`src/common/obc_pkg.sv`:
```
/*
  Constants for the output bias configuration register bank: register
  offsets, field positions, reset values and timer figures.
  Assumes a 20 MHz system clock and byte-wide register access.
*/
package obc_pkg;
  localparam logic [7:0] ADDR_HP_DRIVER = 8'h2C;
  localparam logic [7:0] ADDR_RSVD_GAP = 8'h2D;
  localparam logic [7:0] ADDR_MIC_BIAS = 8'h2E;
  localparam logic [7:0] ADDR_INPUT_CM = 8'h32;
  localparam logic [7:0] ADDR_TIMER_DIV = 8'h90;

  localparam int HP_DEB_LSB = 5;
  localparam int HP_PERF_LSB = 3;
  localparam int HP_LEFT_BIT = 2;
  localparam int HP_RIGHT_BIT = 1;
  localparam int MB_PDN_BIT = 7;
  localparam int MB_GATE_BIT = 3;
  localparam int MB_LEVEL_LSB = 0;
  localparam int CM_IN1_BIT = 7;
  localparam int CM_IN2_BIT = 6;
  localparam int TD_SEL_BIT = 7;

  localparam logic [7:0] HP_WRITE_MASK = 8'hFE;
  localparam logic [7:0] MB_WRITE_MASK = 8'h8B;
  localparam logic [7:0] CM_WRITE_MASK = 8'hC0;

  localparam logic [7:0] HP_RESET = 8'h00;
  localparam logic [7:0] MB_RESET = 8'h00;
  localparam logic [7:0] CM_RESET = 8'h00;
  localparam logic [7:0] TD_RESET = 8'h81;

  localparam logic [1:0] PERF_RESERVED = 2'h2;

  localparam int CLK_HZ = 20000000;
  localparam int TIMER_HZ = 1000000;
  localparam int OSC_DIV = CLK_HZ / TIMER_HZ;
  localparam int DEB_SAMPLES = 8;
endpackage : obc_pkg

```
`src/design/obc_regs.sv`:
```
/*
  Output bias configuration register bank with headset short-circuit
  debounce, bias current, driver mode, mic bias and input tie settings.
  Assumes a synchronous byte-wide register port from the control
  interface and synchronous detection inputs.
*/
// Operation
// - Debounce code sits in bits 7..5 of the driver control, reset 0.
// - Codes 0..7 give 0, 8, 16, 32, 64, 128, 256 and 512 us at 1 MHz.
// - The debounce sample period is one eighth of the debounce time.
// - The 1 MHz timer is master clock over a 7-bit divider when timer bit 7 is 1, else the oscillator; 0 = 128.
// - Bias current field: 00 default, 01 more, 11 most, 10 reserved.
// - Left driver is headphone when its bit is 0 and lineout when 1.
// - Right driver is headphone when its bit is 0 and lineout when 1.
// - Top mic bias bit set enables software power-down of the device.
// - Gate bit 0 holds mic bias off with detection on and no headset.
// - Mic bias level: 00 off, 01 2 V, 10 2.5 V, 11 analog rail.
// - Input one ties to common mode when its bit is 1 and unbypassed.
// - Input two ties to common mode when its bit is 1 and unbypassed.
`timescale 1ns/1ps
module obc_regs #(
  parameter int DIV_WIDTH = 7
) (
  input wire logic clk_sys, // System clock, 20 MHz
  input wire logic reset_n, // Async reset, active low
  input wire logic sw_reset, // Software reset pulse
  input wire logic mclk_en, // Master clock enable pulse
  input wire logic reg_wr, // Register write strobe
  input wire logic reg_rd, // Register read strobe
  input wire logic [7:0] reg_addr, // Register address
  input wire logic [7:0] reg_wdata, // Write data
  output logic [7:0] reg_rdata, // Read data
  input wire logic short_raw, // Raw headset short detect
  input wire logic headset_det_en, // Headset detection enabled
  input wire logic headset_in, // Headset inserted
  input wire logic in1_bypass, // Input one used for bypass
  input wire logic in2_bypass, // Input two used for bypass
  output logic short_det, // Debounced short detect
  output logic [1:0] dac_bias_mode, // Bias current mode
  output logic left_output_driver_lineout, // Left driver lineout
  output logic right_output_driver_lineout, // Right driver lineout
  output logic sw_power_down, // Software power-down enable
  output logic microphone_bias_on, // Mic bias powered
  output logic [1:0] microphone_bias_output_level, // Mic bias level
  output logic analog_input_one_to_cm, // Input one tied to common mode
  output logic analog_input_two_to_cm // Input two tied to common mode
);
  typedef enum logic [2:0] {
    DB_IDLE = 3'h1,
    DB_COUNT = 3'h2,
    DB_HELD = 3'h4
  } obc_db_state_t;

  logic [7:0] headphone_driver_control;
  logic [7:0] mic_bias_and_power_down;
  logic [7:0] input_common_mode_settings;
  logic [7:0] timer_clock_divider;
  logic [4:0] osc_count;
  logic osc_en;
  logic timer_src_en;
  logic timer_tick;
  logic mclk_tick;
  logic [6:0] pre_count;
  logic sample_tick;
  logic [2:0] deb_code;
  logic [3:0] deb_count;
  obc_db_state_t db_state;
  logic [6:0] next_pre_limit;
  logic [7:0] next_rdata;
  logic wr_any;

  assign wr_any = reg_wr && !sw_reset;
  assign deb_code = headphone_driver_control[obc_pkg::HP_DEB_LSB +: 3];

  ////////////////////////////////////////////////////////////////////////
  // Register writes; reserved bits are forced to zero on store

  always_ff @(posedge clk_sys or negedge reset_n) begin
    if (!reset_n) begin
      headphone_driver_control <= obc_pkg::HP_RESET;
      mic_bias_and_power_down <= obc_pkg::MB_RESET;
      input_common_mode_settings <= obc_pkg::CM_RESET;
      timer_clock_divider <= obc_pkg::TD_RESET;
    end else if (sw_reset) begin
      headphone_driver_control <= obc_pkg::HP_RESET;
      mic_bias_and_power_down <= obc_pkg::MB_RESET;
      input_common_mode_settings <= obc_pkg::CM_RESET;
      timer_clock_divider <= obc_pkg::TD_RESET;
    end else if (wr_any) begin
      case (reg_addr)
        obc_pkg::ADDR_HP_DRIVER: begin
          headphone_driver_control <= reg_wdata & obc_pkg::HP_WRITE_MASK;
        end
        obc_pkg::ADDR_MIC_BIAS: begin
          mic_bias_and_power_down <= reg_wdata & obc_pkg::MB_WRITE_MASK;
        end
        obc_pkg::ADDR_INPUT_CM: begin
          input_common_mode_settings <= reg_wdata & obc_pkg::CM_WRITE_MASK;
        end
        obc_pkg::ADDR_TIMER_DIV: begin
          timer_clock_divider <= reg_wdata;
        end
        default: begin
          // Gap register is not stored; software keeps off it
        end
      endcase
    end
  end

  ////////////////////////////////////////////////////////////////////////
  // Read back

  always_comb begin
    case (reg_addr)
      obc_pkg::ADDR_HP_DRIVER: next_rdata = headphone_driver_control;
      obc_pkg::ADDR_MIC_BIAS: next_rdata = mic_bias_and_power_down;
      obc_pkg::ADDR_INPUT_CM: next_rdata = input_common_mode_settings;
      obc_pkg::ADDR_TIMER_DIV: next_rdata = timer_clock_divider;
      default: next_rdata = 8'h00;
    endcase
  end

  always_ff @(posedge clk_sys or negedge reset_n) begin
    if (!reset_n) begin
      reg_rdata <= 8'h00;
    end else if (reg_rd) begin
      reg_rdata <= next_rdata;
    end
  end

  ////////////////////////////////////////////////////////////////////////
  // 1 MHz timer source: internal oscillator stand-in or divided master

  always_ff @(posedge clk_sys or negedge reset_n) begin
    if (!reset_n) begin
      osc_count <= 5'h00;
      osc_en <= 1'b0;
    end else if (osc_count == 5'(obc_pkg::OSC_DIV - 1)) begin
      osc_count <= 5'h00;
      osc_en <= 1'b1;
    end else begin
      osc_count <= osc_count + 5'h01;
      osc_en <= 1'b0;
    end
  end

  always_comb begin
    if (timer_clock_divider[obc_pkg::TD_SEL_BIT]) begin
      timer_src_en = mclk_en;
      timer_tick = mclk_tick;
    end else begin
      // Oscillator already runs at 1 MHz, so it skips the divider
      timer_src_en = 1'b0;
      timer_tick = osc_en;
    end
  end

  obc_tick_div #(
    .WIDTH(DIV_WIDTH)
  ) u_timer_div (
    .clk_sys(clk_sys),
    .reset_n(reset_n),
    .en_in(timer_src_en),
    .div(timer_clock_divider[DIV_WIDTH-1:0]),
    .tick(mclk_tick)
  );

  ////////////////////////////////////////////////////////////////////////
  // Sample clock at one eighth of the debounce time

  always_comb begin
    case (deb_code)
      3'h1: next_pre_limit = 7'h01;
      3'h2: next_pre_limit = 7'h02;
      3'h3: next_pre_limit = 7'h04;
      3'h4: next_pre_limit = 7'h08;
      3'h5: next_pre_limit = 7'h10;
      3'h6: next_pre_limit = 7'h20;
      3'h7: next_pre_limit = 7'h40;
      default: next_pre_limit = 7'h00;
    endcase
  end

  always_ff @(posedge clk_sys or negedge reset_n) begin
    if (!reset_n) begin
      pre_count <= 7'h00;
      sample_tick <= 1'b0;
    end else begin
      sample_tick <= 1'b0;
      if (timer_tick) begin
        if (pre_count >= next_pre_limit - 7'h01) begin
          pre_count <= 7'h00;
          sample_tick <= 1'b1;
        end else begin
          pre_count <= pre_count + 7'h01;
        end
      end
    end
  end

  ////////////////////////////////////////////////////////////////////////
  // Debounce: short must hold for eight samples; code zero passes direct

  always_ff @(posedge clk_sys or negedge reset_n) begin
    if (!reset_n) begin
      db_state <= DB_IDLE;
      deb_count <= 4'h0;
      short_det <= 1'b0;
    end else if (deb_code == 3'h0) begin
      db_state <= short_raw ? DB_HELD : DB_IDLE;
      deb_count <= 4'h0;
      short_det <= short_raw;
    end else if (!short_raw) begin
      db_state <= DB_IDLE;
      deb_count <= 4'h0;
      short_det <= 1'b0;
    end else begin
      case (db_state)
        DB_IDLE: begin
          db_state <= DB_COUNT;
          deb_count <= 4'h0;
        end
        DB_COUNT: begin
          if (sample_tick) begin
            if (deb_count == 4'(obc_pkg::DEB_SAMPLES - 1)) begin
              db_state <= DB_HELD;
              short_det <= 1'b1;
            end else begin
              deb_count <= deb_count + 4'h1;
            end
          end
        end
        DB_HELD: begin
          short_det <= 1'b1;
        end
        default: begin
          db_state <= DB_IDLE;
        end
      endcase
    end
  end

  ////////////////////////////////////////////////////////////////////////
  // Control outputs, all registered

  always_ff @(posedge clk_sys or negedge reset_n) begin
    if (!reset_n) begin
      dac_bias_mode <= 2'h0;
      left_output_driver_lineout <= 1'b0;
      right_output_driver_lineout <= 1'b0;
    end else begin
      // Reserved code keeps the last legal mode rather than guess
      if (headphone_driver_control[obc_pkg::HP_PERF_LSB +: 2] !=
          obc_pkg::PERF_RESERVED) begin
        dac_bias_mode <= headphone_driver_control[obc_pkg::HP_PERF_LSB +: 2];
      end
      left_output_driver_lineout <=
        headphone_driver_control[obc_pkg::HP_LEFT_BIT];
      right_output_driver_lineout <=
        headphone_driver_control[obc_pkg::HP_RIGHT_BIT];
    end
  end

  always_ff @(posedge clk_sys or negedge reset_n) begin
    if (!reset_n) begin
      sw_power_down <= 1'b0;
      microphone_bias_on <= 1'b0;
      microphone_bias_output_level <= 2'h0;
    end else begin
      sw_power_down <= mic_bias_and_power_down[obc_pkg::MB_PDN_BIT];
      microphone_bias_output_level <=
        mic_bias_and_power_down[obc_pkg::MB_LEVEL_LSB +: 2];
      microphone_bias_on <=
        (mic_bias_and_power_down[obc_pkg::MB_LEVEL_LSB +: 2] != 2'h0) &&
        (mic_bias_and_power_down[obc_pkg::MB_GATE_BIT] ||
         !headset_det_en || headset_in);
    end
  end

  always_ff @(posedge clk_sys or negedge reset_n) begin
    if (!reset_n) begin
      analog_input_one_to_cm <= 1'b0;
      analog_input_two_to_cm <= 1'b0;
    end else begin
      analog_input_one_to_cm <= !in1_bypass &&
        input_common_mode_settings[obc_pkg::CM_IN1_BIT];
      analog_input_two_to_cm <= !in2_bypass &&
        input_common_mode_settings[obc_pkg::CM_IN2_BIT];
    end
  end
endmodule : obc_regs

```
`src/design/obc_tick_div.sv`:
```
/*
  Programmable divider giving a one-cycle enable pulse every N input
  enables. Code zero divides by 2**WIDTH.
  Assumes one clock and a synchronous enable input.
*/
`timescale 1ns/1ps
module obc_tick_div #(
  parameter int WIDTH = 7
) (
  input wire logic clk_sys, // System clock
  input wire logic reset_n, // Async reset, active low
  input wire logic en_in, // Input rate enable
  input wire logic [WIDTH-1:0] div, // Divide code, zero is 2**WIDTH
  output logic tick // One pulse per N enables
);
  logic [WIDTH-1:0] count;

  always_ff @(posedge clk_sys or negedge reset_n) begin
    if (!reset_n) begin
      count <= '0;
      tick <= 1'b0;
    end else begin
      tick <= 1'b0;
      if (en_in) begin
        if (count == div - WIDTH'(1)) begin
          count <= '0;
          tick <= 1'b1;
        end else begin
          count <= count + WIDTH'(1);
        end
      end
    end
  end
endmodule : obc_tick_div

```
`config.mk`:
```
export PLATFORM = sky130hd
export DESIGN_NAME = obc_regs
export DESIGN_NICKNAME = d
export VERILOG_FILES = /design/src/common/obc_pkg.sv /design/src/design/obc_regs.sv /design/src/design/obc_tick_div.sv
export SDC_FILE = /design/constraint.sdc
export NUM_CORES = 1
export LEC_CHECK = 0
export BUFFER_PORTS_ARGS = -buffer_cell sky130_fd_sc_hd__buf_4
export CELL_PAD_IN_SITES_DETAIL_PLACEMENT = 1
export CELL_PAD_IN_SITES_GLOBAL_PLACEMENT = 1
export CORE_ASPECT_RATIO = 0.6
export CORE_MARGIN = 3
export CORE_UTILIZATION = 50
export CTS_BUF_LIST = sky130_fd_sc_hd__clkbuf_2 sky130_fd_sc_hd__clkbuf_4 sky130_fd_sc_hd__clkbuf_8
export DETAILED_ROUTE_END_ITERATION = 8
export PLACE_DENSITY_LB_ADDON = 0.1
export SLEW_MARGIN = 15
export SYNTH_ARGS = -nofsm -noshare
export SYNTH_HDL_FRONTEND = slang
export SYNTH_HIERARCHICAL = 1
export SYNTH_SLANG_ARGS = --single-unit
export TNS_END_PERCENT = 20
```
`constraint.sdc`:
```
create_clock -name clk_sys -period 9.1 [get_ports clk_sys]
set_clock_uncertainty 0.15 [all_clocks]
set_input_delay 0.455 -clock clk_sys [delete_from_list [all_inputs] [get_ports clk_sys]]
set_output_delay 0.455 -clock clk_sys [all_outputs]
set_load 0.005 [all_outputs]
```
# --- Yosys cells after proc, flatten, opt, wreduce, memory -nomap -nowiden ---
# Cells that the tools add are included.
totals:
  register_bits: 80
  in_bits: 27
  output_inout_bits: 19
classes:
  n_addsub: 6
  n_lt_le_gt_ge: 1
  eq_ne: 24
  mux: 40
  n_reduce_logical: 24
ops:
  columns: ["cell", "n"]
  rows:
  - ["$mux 8", 12]
  - ["$pmux 7 s7", 1]
  - ["$pmux 8 s4", 1]
  - ["$eq 8x6->1 const B", 3]
  - ["$mux 4", 4]
  - ["$eq 3x3->1 const B", 5]
  - ["$mux 3", 5]
  - ["$add 7x1->7 const B", 2]
  - ["$mux 7", 2]
  - ["$sub 7x1->7 const B", 2]
  - ["$ne 4x4->1 const B", 3]
  - ["$reduce_bool 2->1", 6]
  - ["$mux 1", 11]
  - ["$eq 3x2->1 const B", 3]
  - ["$pmux 3 s3", 1]
  - ["$reduce_and 3->1", 3]
  - ["$eq 8x8->1 const B", 1]
  - ["$ne 4x1->1 const B", 2]
  - ["$pmux 4 s2", 1]
  - ["$reduce_and 2->1", 4]
  - ["$eq 7x7->1", 1]
  - ["$ge 7x7->1", 1]
  - ["$eq 3x1->1 const B", 2]
  - ["$add 5x1->5 const B", 1]
  - ["other kinds (11)", 18]

# --- Logic depth before layout (Yosys ltp) ---
# Gate-level depths: netlist of run 1.
logic_depth:
  depth_word: 6
  mapped_depth: 13
  mapped_depth_nobuf: 12

# --- By module ---
# The synthesis of run 1 kept the hierarchy.
by_module_without_submodules:
  columns: ["module", "instances", "cells_per_inst", "area_each_um2", "seq_area_each_um2"]
  rows:
  - ["obc_regs", 1, 315, 3134.3, 1530.2]
  - ["obc_tick_div", 1, 74, 656.9, 200.2]

# --- Least setup slack after synthesis of run 1 ---
# Ideal clock, no wire load.
synth_timing:
  path_type: "reg-to-reg"
  from: "register headphone_driver_control[7]"
  to: "register pre_count[2]"
  setup_ns: 0.116
  arrival_ns: 2.933
  t_required_ns: 8.834
  path_slack_ns: 5.901
  path_stages_with_launch: 14
  n_path_buf: 2
  cell_sequence: "dfrtp_1 clkbuf_1 inv_1 ha_1 or3_1 clkbuf_1 maj3_1 nor2_1 a31oi_1 ha_1 a21oi_1 o21ai_0 a21o_1 o311ai_0"
synth_via:
  elab_chain_len: 5
synth_lines:
  columns: ["element", "line_no", "rtl"]
  rows:
  - ["start, declared", "obc_regs.sv:54", "logic [7:0] headphone_driver_control;"]
  - ["start signal, assigned", "obc_regs.sv:80", "headphone_driver_control <= obc_pkg::HP_RESET;"]
  - ["start signal, assigned", "obc_regs.sv:85", "headphone_driver_control <= obc_pkg::HP_RESET;"]
  - ["start signal, assigned", "obc_regs.sv:92", "headphone_driver_control <= reg_wdata & obc_pkg::HP_WRITE_MASK;"]
  - ["$eq 3x3->1, or another cell as far along", "obc_regs.sv:172", "case (deb_code)"]
  - ["$pmux 7 s7 *", "obc_regs.sv:172", null]
  - ["$sub 7x1->7 *", "obc_regs.sv:191", "if (pre_count >= next_pre_limit - 7'h01) begin"]
  - ["$ge 7x7->1 *", "obc_regs.sv:191", null]
  - ["$mux 7 *", "obc_regs.sv:191", null]
  - ["end signal, assigned", "obc_regs.sv:195", "pre_count <= pre_count + 7'h01;"]
  - ["end, declared", "obc_regs.sv:63", "logic [6:0] pre_count;"]
# Every way passes the cells marked *; elsewhere a longest branch is shown, timed or not.
# A chain may end at the register's enable or synchronous reset.

# --- Worst setup path in the final report of run 1 ---
# Same ends and word-level chain as after synthesis.

==> results of run 1 <==
area by class of cell:
class                   count  area [µm²]  share of cell area, %
multi-input cells         283        1900                   43.5
inverters                  21        78.8                   1.80
well taps                 100         125                   2.86
repair buffers             45         338                   7.72
clock inverters             4        47.5                   1.09
clock buffers              12         153                   3.49
flip-flops and latches     69        1730                   39.5
critical path: stages (launching register included):
cell	delay, ns
dfrtp_1	0.61
inv_1	0.23
ha_1	0.29
or3_1	0.49
maj3_1	0.37
nor2_1	0.09
a31oi_1	0.05
ha_1	0.32
a21oi_1	0.14
o21ai_0	0.12
a21o_1	0.27
o311ai_0	0.30
registers in the layout (all words and copies together), names as in the netlist:
name / cells
analog_input_one_to_cm: 1
analog_input_two_to_cm: 1
dac_bias_mode: 2
db_state: 3
deb_count: 4
headphone_driver_control: 7
input_common_mode_settings: 2
left_output_driver_lineout: 1
mic_bias_and_power_down: 4
microphone_bias_on: 1
microphone_bias_output_level: 2
osc_count: 5
osc_en: 1
pre_count: 7
reg_rdata: 8
right_output_driver_lineout: 1
sample_tick: 1
short_det: 1
sw_power_down: 1
timer_clock_divider: 8
u_timer_div/count: 7
u_timer_div/tick: 1
power groups by stage:
stage	logic [mW]	registers (mW)	clock network, mW
after floorplan	0.0815	0.349	0
after global placement	0.111	0.354	0
after detailed placement	0.120	0.355	0
after CTS	0.125	0.350	0.262
after global routing	0.145	0.353	0.277
final	0.124	0.350	0.257
cell usage after synthesis (3+ instances only):
cell / n
o21ai_0: 10
and3_1: 5
nor3_1: 8
a21oi_1: 23
o31ai_1: 3
nor2b_1: 5
nand3b_1: 3
nor2_1: 23
xnor2_1: 9
dfstp_2: 3
a21o_1: 4
mux2_2: 3
dfrtp_1: 66
inv_1: 21
nand3_1: 25
clkbuf_1: 9
o22ai_1: 8
xor2_1: 11
nand2_1: 41
and3b_1: 3
and2_1: 6
nand4_1: 8
a22oi_1: 8
mux2i_1: 8
ha_1: 17
or3_1: 4
nand2b_1: 5
logic make-up (layout without fill, tap and decap cells):
family          Yosys count  in the layout  share of synthesized area, %
compound gates           83             83                          14.9
xor+xnor                 21             21                          5.21
fa+ha+maj                18             18                          5.87
buf+inv                  37             82                          4.16
flops                    69             69                          45.6
mux                      11             11                          3.00
simple gates            150            150                          21.2
per-layer routing:
metal	GRT usage (%)	wire, µm
met1	36.8	5110
met2	40.7	4740
met3	6.46	404
met4	6.29	121
met5	0	0
cell usage in the layout (no fill, tap or decap), drive strengths merged, types with 4 or more instances in the layout:
master	synthesis	layout
nand3	25	25
nor2b	5	5
or3	4	4
ha	17	17
buf	6	45
and3	5	5
a21oi	24	24
clkbuf	10	12
a21o	4	4
nor2	24	24
nand2	41	41
nor3	8	8
o22ai	8	8
mux2i	8	8
a22oi	8	8
dfrtp	66	66
xnor2	9	9
o21ai	11	11
nand4	8	8
inv	21	21
nand2b	5	5
and2	6	6
xor2	11	11
final timing paths:
kind	startpoint	endpoint	slack, ns	cells past startpoint
worst min-delay path	reset_n	input_common_mode_settings[6]	0.04	1
worst max-delay path	headphone_driver_control[7]	pre_count[2]	5.57	11
max in group asynchronous	reset_n	headphone_driver_control[7]	8.13	1
worst min register to register	headphone_driver_control[1]	right_output_driver_lineout	0.26	0
min in group clk_sys	in1_bypass	analog_input_one_to_cm	0.09	2
worst max register to register	headphone_driver_control[7]	pre_count[2]	5.57	11
==> results.json, run 1 <==
{
  "period_needed_ns": 3.53,
  "switching_power_uw": 218,
  "ctsResizeCount": 0,
  "portBuffers": 45,
  "setup_violations": 0,
  "hold_buffers": 0,
  "initial_core_util_pct": 54.2,
  "drv_slew": 0,
  "ir_drop_mv": 0.112,
  "critPathCaptureType": "register",
  "drtIter0Drc": 262,
  "hold_viol": 0,
  "die-area_um2": 8700,
  "leakage_nw": 2.06,
  "power.share.clock_pct": 35.1,
  "max_slew_margin_pct": 40.3,
  "finalPower_uw": 732,
  "startpoint_type": "register",
  "clock_tree.root_cell": "clkbuf_8",
  "die_height_um": 73.5,
  "ioPinCount": 46,
  "syn_area_um2": 3790,
  "p_int_uw": 514,
  "synth.top_cell.area_share_pct": 43.6,
  "pwr-share-comb_pct": 17.0,
  "grt_pass1_wl_um": 17800,
  "pwr_density_cell_nw_per_um2": 167,
  "syn-num-nets": 433,
  "worst-setup-path-type": "register to register",
  "cts_buffers": 9,
  "ys_types": 68,
  "max_cap_violations": 0,
  "placedCellCount": 518,
  "grt_pass1_vias": 3374,
  "post-route-period-util_pct": 38.8,
  "fin_area_um2": 4380,
  "cts.sinks": 69,
  "coreArea_um2": 6990,
  "vias": 3203,
  "synth-async-reset-ratio_pct": 100,
  "first_pass_iters": 4,
  "grt_max_degree": 70,
  "hpwlAfterDp_um": 7310,
  "path_clk_slew_ns": 0.07,
  "avgSynthCellArea_um2": 9.75,
  "die-width_um": 118,
  "yosysWarnings": 6,
  "clk_path_buf_depth": 2,
  "tns_ns": 0,
  "antenna_found_initial": 0,
  "ant_nets": 0,
  "place.gp.congestion": 0.809,
  "worstMarginPinSlew_ns": 0.896,
  "finalNonFillerCells": 534,
  "post-cts-setup-buffer-count": 0,
  "synth-seq-cells": 69,
  "fmax_ghz": 0.283,
  "post_synth_inst_count": 389,
  "synth_top_area_cell": "dfrtp_1",
  "crit_fanout": 13,
  "synth-edff-count": 0,
  "clk_latency_ns": 0.36,
  "fin_hold_ws_ns": 0.0380,
  "pre_cts_ws_ns": 5.62,
  "critical_path_arrival_ns": 3.64,
  "vias_per_cell": 6.00,
  "postPlaceCellArea_um2": 4180,
  "grt_setup_unrepaired": "no",
  "num-fill-cells": 802,
  "nets": 473,
  "finalCoreUtilization_pct": 62.6,
  "num_antenna_cells": 0,
  "yosysSeqAreaShare_pct": 45.6,
  "htreeDepth": 3,
  "worst_slack_ns": 5.57,
  "synth_area_leaders": "dfrtp_1 (44%), ha_1 (5.6%), nand2_1 (4.1%)",
  "wirelength_um": 10400,
  "drc_errors": 0,
  "cp.required_ns": 9.20,
  "pwr-share-seq_pct": 47.9,
  "status": "complete, no violations",
  "grt_usage_pct": 26.0,
  "row_count": 23,
  "switching_share_pct": 29.7,
  "gr-total-overflow": 0,
  "tritoncts": "done",
  "drive_above_1_share_pct": 18.0,
  "wire_per_inst_um": 19.4,
  "areaGrowthSynthToFinish_pct": 15.4,
  "worstHoldPathType": "input port to async pin",
  "synthFlopType": "dfrtp_1"
}
Note: power is estimated with default switching activity, not from simulation.
==> inputs of run 2 (changes only) <==
- CORE_UTILIZATION: 50 -> 42
- clock period: 9.1 -> 3.1 ns (I/O delays scaled with it)
==> run 2 against run 1 <==
Effect of this change: total power grew to 3.0 times the previous value; setup slack worse by 5.4 ns; sequential power grew to 2.9 times the previous value; cell count increased by 6.7%; via count shrank 0.62%; non-clock buffer count is 24 higher; die area up 18%; combinational power rose to 3.1 times the previous value; worst hold slack worse by 0.012 ns; sequential share of layout area is 2.3 points lower.
==> results.json, run 2 (synthesis gave the netlist of run 1 again) <==
{
  "status": "complete, no violations",
  "fmax_ghz": 0.338,
  "r2r-start": "headphone_driver_control[7]",
  "fin_area_um2": 4650,
  "setup_violations": 0,
  "final_cell_mix": "dfrtp_1 (65), buf_4 (50), nand2_1 (40)",
  "use_met2_pct": 33.3,
  "power.share.clock_pct": 35.1,
  "clock_tree.root_cell": "clkbuf_8",
  "wire_per_inst_um": 18.0,
  "cts.sinks": 69,
  "pwr-share-comb_pct": 17.5,
  "pwr_density_cell_nw_per_um2": 466,
  "critPathCaptureType": "register",
  "coreArea_um2": 8650,
  "startpoint": "headphone_driver_control[7]",
  "drv_slew": 0,
  "cts_buffers": 9,
  "grt-busiest-layer": "met2",
  "areaGrowthSynthToFinish_pct": 22.8,
  "tritoncts": "done",
  "place.gp.congestion": 0.827,
  "die-area_um2": 10200,
  "drc_errors": 0,
  "max_slew_margin_pct": 40.8,
  "tns_ns": 0,
  "startpoint_type": "register",
  "crit_fanout": 9,
  "period_needed_ns": 2.96,
  "ir_drop_mv": 0.239,
  "wirelength_um": 10300,
  "grt_usage_pct": 21.8,
  "die-width_um": 129,
  "path_clk_slew_ns": 0.08,
  "vias": 3183,
  "worst-setup-path-type": "register to register",
  "hold_viol": 0,
  "final_common_cell": "dfrtp_1",
  "met1_usage_pct": 31.4,
  "switching_power_uw": 650,
  "drive_above_1_share_pct": 19.7,
  "initial_core_util_pct": 43.8,
  "hp-start": "reg_wr",
  "reg_top3": "reg_rdata: 8 flops, timer_clock_divider: 8 flops",
  "portBuffers": 45,
  "htreeDepth": 3,
  "postPlaceCellArea_um2": 4220,
  "max_cap_violations": 0,
  "leakage_nw": 2.17,
  "antenna_found_initial": 0,
  "first_pass_iters": 4,
  "num-fill-cells": 982,
  "grt_pass1_vias": 3309,
  "worstMarginPinSlew_ns": 0.888,
  "worstHoldPathType": "input port to register",
  "hpwlAfterDp_um": 7500,
  "switching_share_pct": 30.0,
  "clk_latency_ns": 0.35,
  "num_antenna_cells": 0,
  "die_height_um": 79.6,
  "ioPinCount": 46,
  "pwr-share-seq_pct": 47.4,
  "critical_path_arrival_ns": 3.06,
  "grt_max_degree": 70,
  "nets": 497,
  "drtIter0Drc": 182,
  "vias_per_cell": 5.58,
  "cp.required_ns": 3.21,
  "gr-total-overflow": 0,
  "ant_nets": 0,
  "grt_pass1_wl_um": 17400,
  "clk_path_buf_depth": 2,
  "finalCoreUtilization_pct": 53.8,
  "p_int_mw": 1.52,
  "row_count": 26,
  "use_met3_pct": 5.15,
  "post-route-period-util_pct": 95.5
}
-- run 2: power by group through the flow --
stage	Combinational, mW	Sequential [mW]	Clock (mW)
3_5_place_dp	0.350	1.04	0
5_1_grt	0.442	1.04	0.827
6_report	0.380	1.03	0.760
3_3_place_gp	0.332	1.04	0
2_1_floorplan	0.239	1.02	0
4_1_cts	0.370	1.03	0.785
-- run 2: path summary, 6_finish.rpt --
kind                                               endpoint  slack, ns  depth (start not counted)
worst max-delay path                           pre_count[2]       0.14                         12
worst min-delay path            headphone_driver_control[3]       0.03                          3
worst max register to register                 pre_count[2]       0.14                         12
worst min register to register  right_output_driver_lineout       0.29                          0
max in group asynchronous       headphone_driver_control[7]       1.88                          2
min in group asynchronous                      pre_count[4]       0.31                          2
-- run 2: cell type report --
cell class / instances / area (µm²) / area share [%]
multi-input combinational: 283 / 1930 / 41.5
sequential: 69 / 1730 / 37.2
timing repair buffer: 69 / 566 / 12.2
clock buffer: 11 / 145 / 3.12
tap: 112 / 140 / 3.01
inverter: 21 / 78.8 / 1.69
clock inverter: 5 / 60.1 / 1.29
-- run 2: critical path, stage by stage (launching register included) --
cell and delay (ns):
dfrtp_2 0.44, buf_4 0.18, ha_1 0.19, or3_1 0.34
maj3_1 0.33, nor2_1 0.09, a31oi_1 0.05, ha_1 0.33
nand2_2 0.12, nor3_2 0.07, buf_4 0.14, a2111o_1 0.36
o311ai_2 0.07
-- run 2: metal layers --
metal  vias up  wire (µm)
met5         -          0
met4         0         72
met3         8        424
met2        67       4620
met1      1582       5150
li1       1526          -
-- run 2: timing repair --
item	CTS	global route
hold buffers	19	0
endpoints found under the hold margin	103	0
pin swaps	0	3
resized for setup	2	8
gates cloned	0	0
endpoints found under the setup margin	1	8
buffers inserted	0	1
-- run 2: per-stage QoR --
| stage | hold WS, ns | total power, mW | worst slack, ns | std cells |
|---|---|---|---|---|
| finish | 0.0257 | 2.17 | 0.141 | 570 |
| global route | 0.0325 | 2.31 | -0.0342 | 570 |
| CTS | 0.00323 | 2.18 | 0.0618 | 569 |
| detailed placement | 0.157 | 1.39 | -0.00343 | 534 |
| global placement | 0.157 | 1.37 | 0.231 | 534 |
| floorplan | -0.291 | 1.26 | 0.0371 | 389 |
==> inputs of run 3 (changes only) <==
- REMOVE_ABC_BUFFERS: default -> 1
==> run 3 against run 2 <==
Effect of this change: largest power group unchanged; non-clock buffer count unchanged; clock power decreased by 9.2%; sequential cell count unchanged; utilization decreased by 0.43 points; global-route usage up 0.16 points; worst hold slack better by 0.0040 ns; first-iteration DRC count rose by 37%; combinational power fell by 1%; count of clock-buffer cells in the layout decreased by 1.
==> results.json, run 3 (synthesis gave the netlist of run 1 again) <==
{
  "initial_core_util_pct": 43.8,
  "r2r-start": "headphone_driver_control[7]",
  "path_buf_inv": 2,
  "grt_pass1_vias": 3419,
  "vias_per_cell": 5.66,
  "num-fill-cells": 998,
  "worstReg2RegEnd": "pre_count[2]",
  "worstMarginPinSlew_ns": 0.885,
  "hold_viol": 0,
  "ioPinCount": 46,
  "ant_nets": 0,
  "finalCoreUtilization_pct": 53.4,
  "final_cell_mix": "dfrtp_1 (65), buf_4 (51), nand2_1 (41)",
  "status": "complete, no violations",
  "place.gp.congestion": 0.827,
  "clk_latency_ns": 0.36,
  "met1_usage_pct": 32.7,
  "drv_slew": 0,
  "cp.required_ns": 3.21,
  "cts.sinks": 69,
  "fmax_ghz": 0.345,
  "num_antenna_cells": 0,
  "worst_slack_ns": 0.197,
  "reg_top3": "reg_rdata: 8 flops, timer_clock_divider: 8 flops",
  "period_needed_ns": 2.90,
  "nets": 497,
  "vias": 3226,
  "setup_violations": 0,
  "gr-total-overflow": 0,
  "slowest_delay_ns": 0.42,
  "hpwlAfterDp_um": 7420,
  "path_depth": 11,
  "clk_path_buf_depth": 2,
  "post-route-period-util_pct": 93.6,
  "final_common_cell": "dfrtp_1",
  "pre_cts_ws_ns": 0.0454,
  "antenna_found_initial": 0,
  "use_met3_pct": 5.68,
  "clock_tree.root_cell": "clkbuf_8",
  "endpoint": "pre_count[2]",
  "die_height_um": 79.6,
  "critPathCaptureType": "register",
  "reg2reg_depth": 11,
  "die-area_um2": 10200,
  "coreArea_um2": 8650,
  "path_clk_slew_ns": 0.08,
  "cp_cell_sequence": "buf_4, ha_1, or3_1, buf_4, a22oi_1, a2bb2oi_1, ha_1, a21oi_1, o21ai_1, a21o_2, o311ai_2",
  "drive_above_1_share_pct": 19.4,
  "drc_errors": 0,
  "grt-busiest-layer": "met1",
  "drtIter0Drc": 249,
  "grt_usage_pct": 21.9,
  "ir_drop_mv": 0.241,
  "areaGrowthSynthToFinish_pct": 21.8,
  "pwr_density_cell_nw_per_um2": 453,
  "crit_fanout": 8,
  "cpLargestDelayFamily": "compound AO/OA/AOI/OAI gates",
  "use_met2_pct": 31.6,
  "tritoncts": "done",
  "grt_max_degree": 70,
  "leakage_nw": 2.15,
  "startpoint": "headphone_driver_control[7]",
  "die-width_um": 129,
  "grt_pass1_wl_um": 17700,
  "worstHoldPathType": "input port to register",
  "max_cap_violations": 0,
  "wire_per_inst_um": 18.2,
  "critical_path_arrival_ns": 3.01,
  "r2r_slack_ns": 0.20,
  "row_count": 26,
  "wirelength_um": 10400,
  "worst-setup-path-type": "register to register",
  "max_slew_margin_pct": 41.0,
  "slowest_stage": "dfrtp_1",
  "first_pass_iters": 4,
  "cts_buffers": 9,
  "startpoint_type": "register",
  "portBuffers": 45,
  "htreeDepth": 3
}
==> run 3: per-stage QoR <==
stage / instances / hold slack (ns) / cell area [µm²] / power (mW) / setup TNS [ns]
finish: 570 / 0.0297 / 4620 / 2.09 / 0
detailed placement: 534 / 0.158 / 4220 / 1.40 / 0
global route: 570 / 0.0326 / 4620 / 2.23 / -0.00756
floorplan: 373 / -0.291 / 3710 / 1.25 / 0
global placement: 534 / 0.157 / 4220 / 1.37 / 0
CTS: 568 / 0.00325 / 4580 / 2.11 / 0
==> run 3: layout make-up <==
type | instances | area, µm² | area share, %
Multi-Input combinational cell | 283 | 1920 | 41.6
Clock inverter | 6 | 46.3 | 1.00
Timing Repair Buffer | 69 | 563 | 12.2
Sequential cell | 69 | 1730 | 37.5
Clock buffer | 10 | 138 | 2.98
Inverter | 21 | 78.8 | 1.71
Tap cell | 112 | 140 | 3.04
==> run 3: how the worst min path moves through the flow <==
stage	from	endpoint	slack [ns]	depth (start not counted)
after floorplan	reset_n	analog_input_one_to_cm	-0.29	0
after global placement	in2_bypass	analog_input_two_to_cm	0.16	2
after detailed placement	in2_bypass	analog_input_two_to_cm	0.16	2
after CTS	reg_wr	timer_clock_divider[4]	0.003	3
after global routing	reg_wr	timer_clock_divider[5]	0.03	3
final	reg_wr	headphone_driver_control[1]	0.03	3
==> run 3: worst register-to-register path, cell delays in order (launching register included) <==
cell,delay [ns]
dfrtp_1,0.42
buf_4,0.15
ha_1,0.16
or3_1,0.40
buf_4,0.17
a22oi_1,0.14
a2bb2oi_1,0.18
ha_1,0.27
a21oi_1,0.18
o21ai_1,0.11
a21o_2,0.27
o311ai_2,0.22
==> run 3: power breakdown <==
group          total (mW)  switching (mW)  internal, mW
logic               0.376           0.219         0.157
clock network       0.690           0.373         0.317
registers            1.03          0.0706         0.957
total                2.09           0.662          1.43
==> run 3: routing by layer <==
metal	wire length [µm]	vias up	part of all wire (%)
li1	-	1520	-
met1	5300	1630	51
met2	4490	63	43
met3	484	13	4.7
met4	104	0	1.0
met5	0	-	0
==> run 3: what timing repair did <==
item / 4_1_cts / 5_1_grt
gates resized for setup: 0 / 7
setup endpoints to repair: 0 / 8
buffers inserted: 0 / 2
hold buffers: 18 / 0
endpoints found under the hold margin: 104 / 0
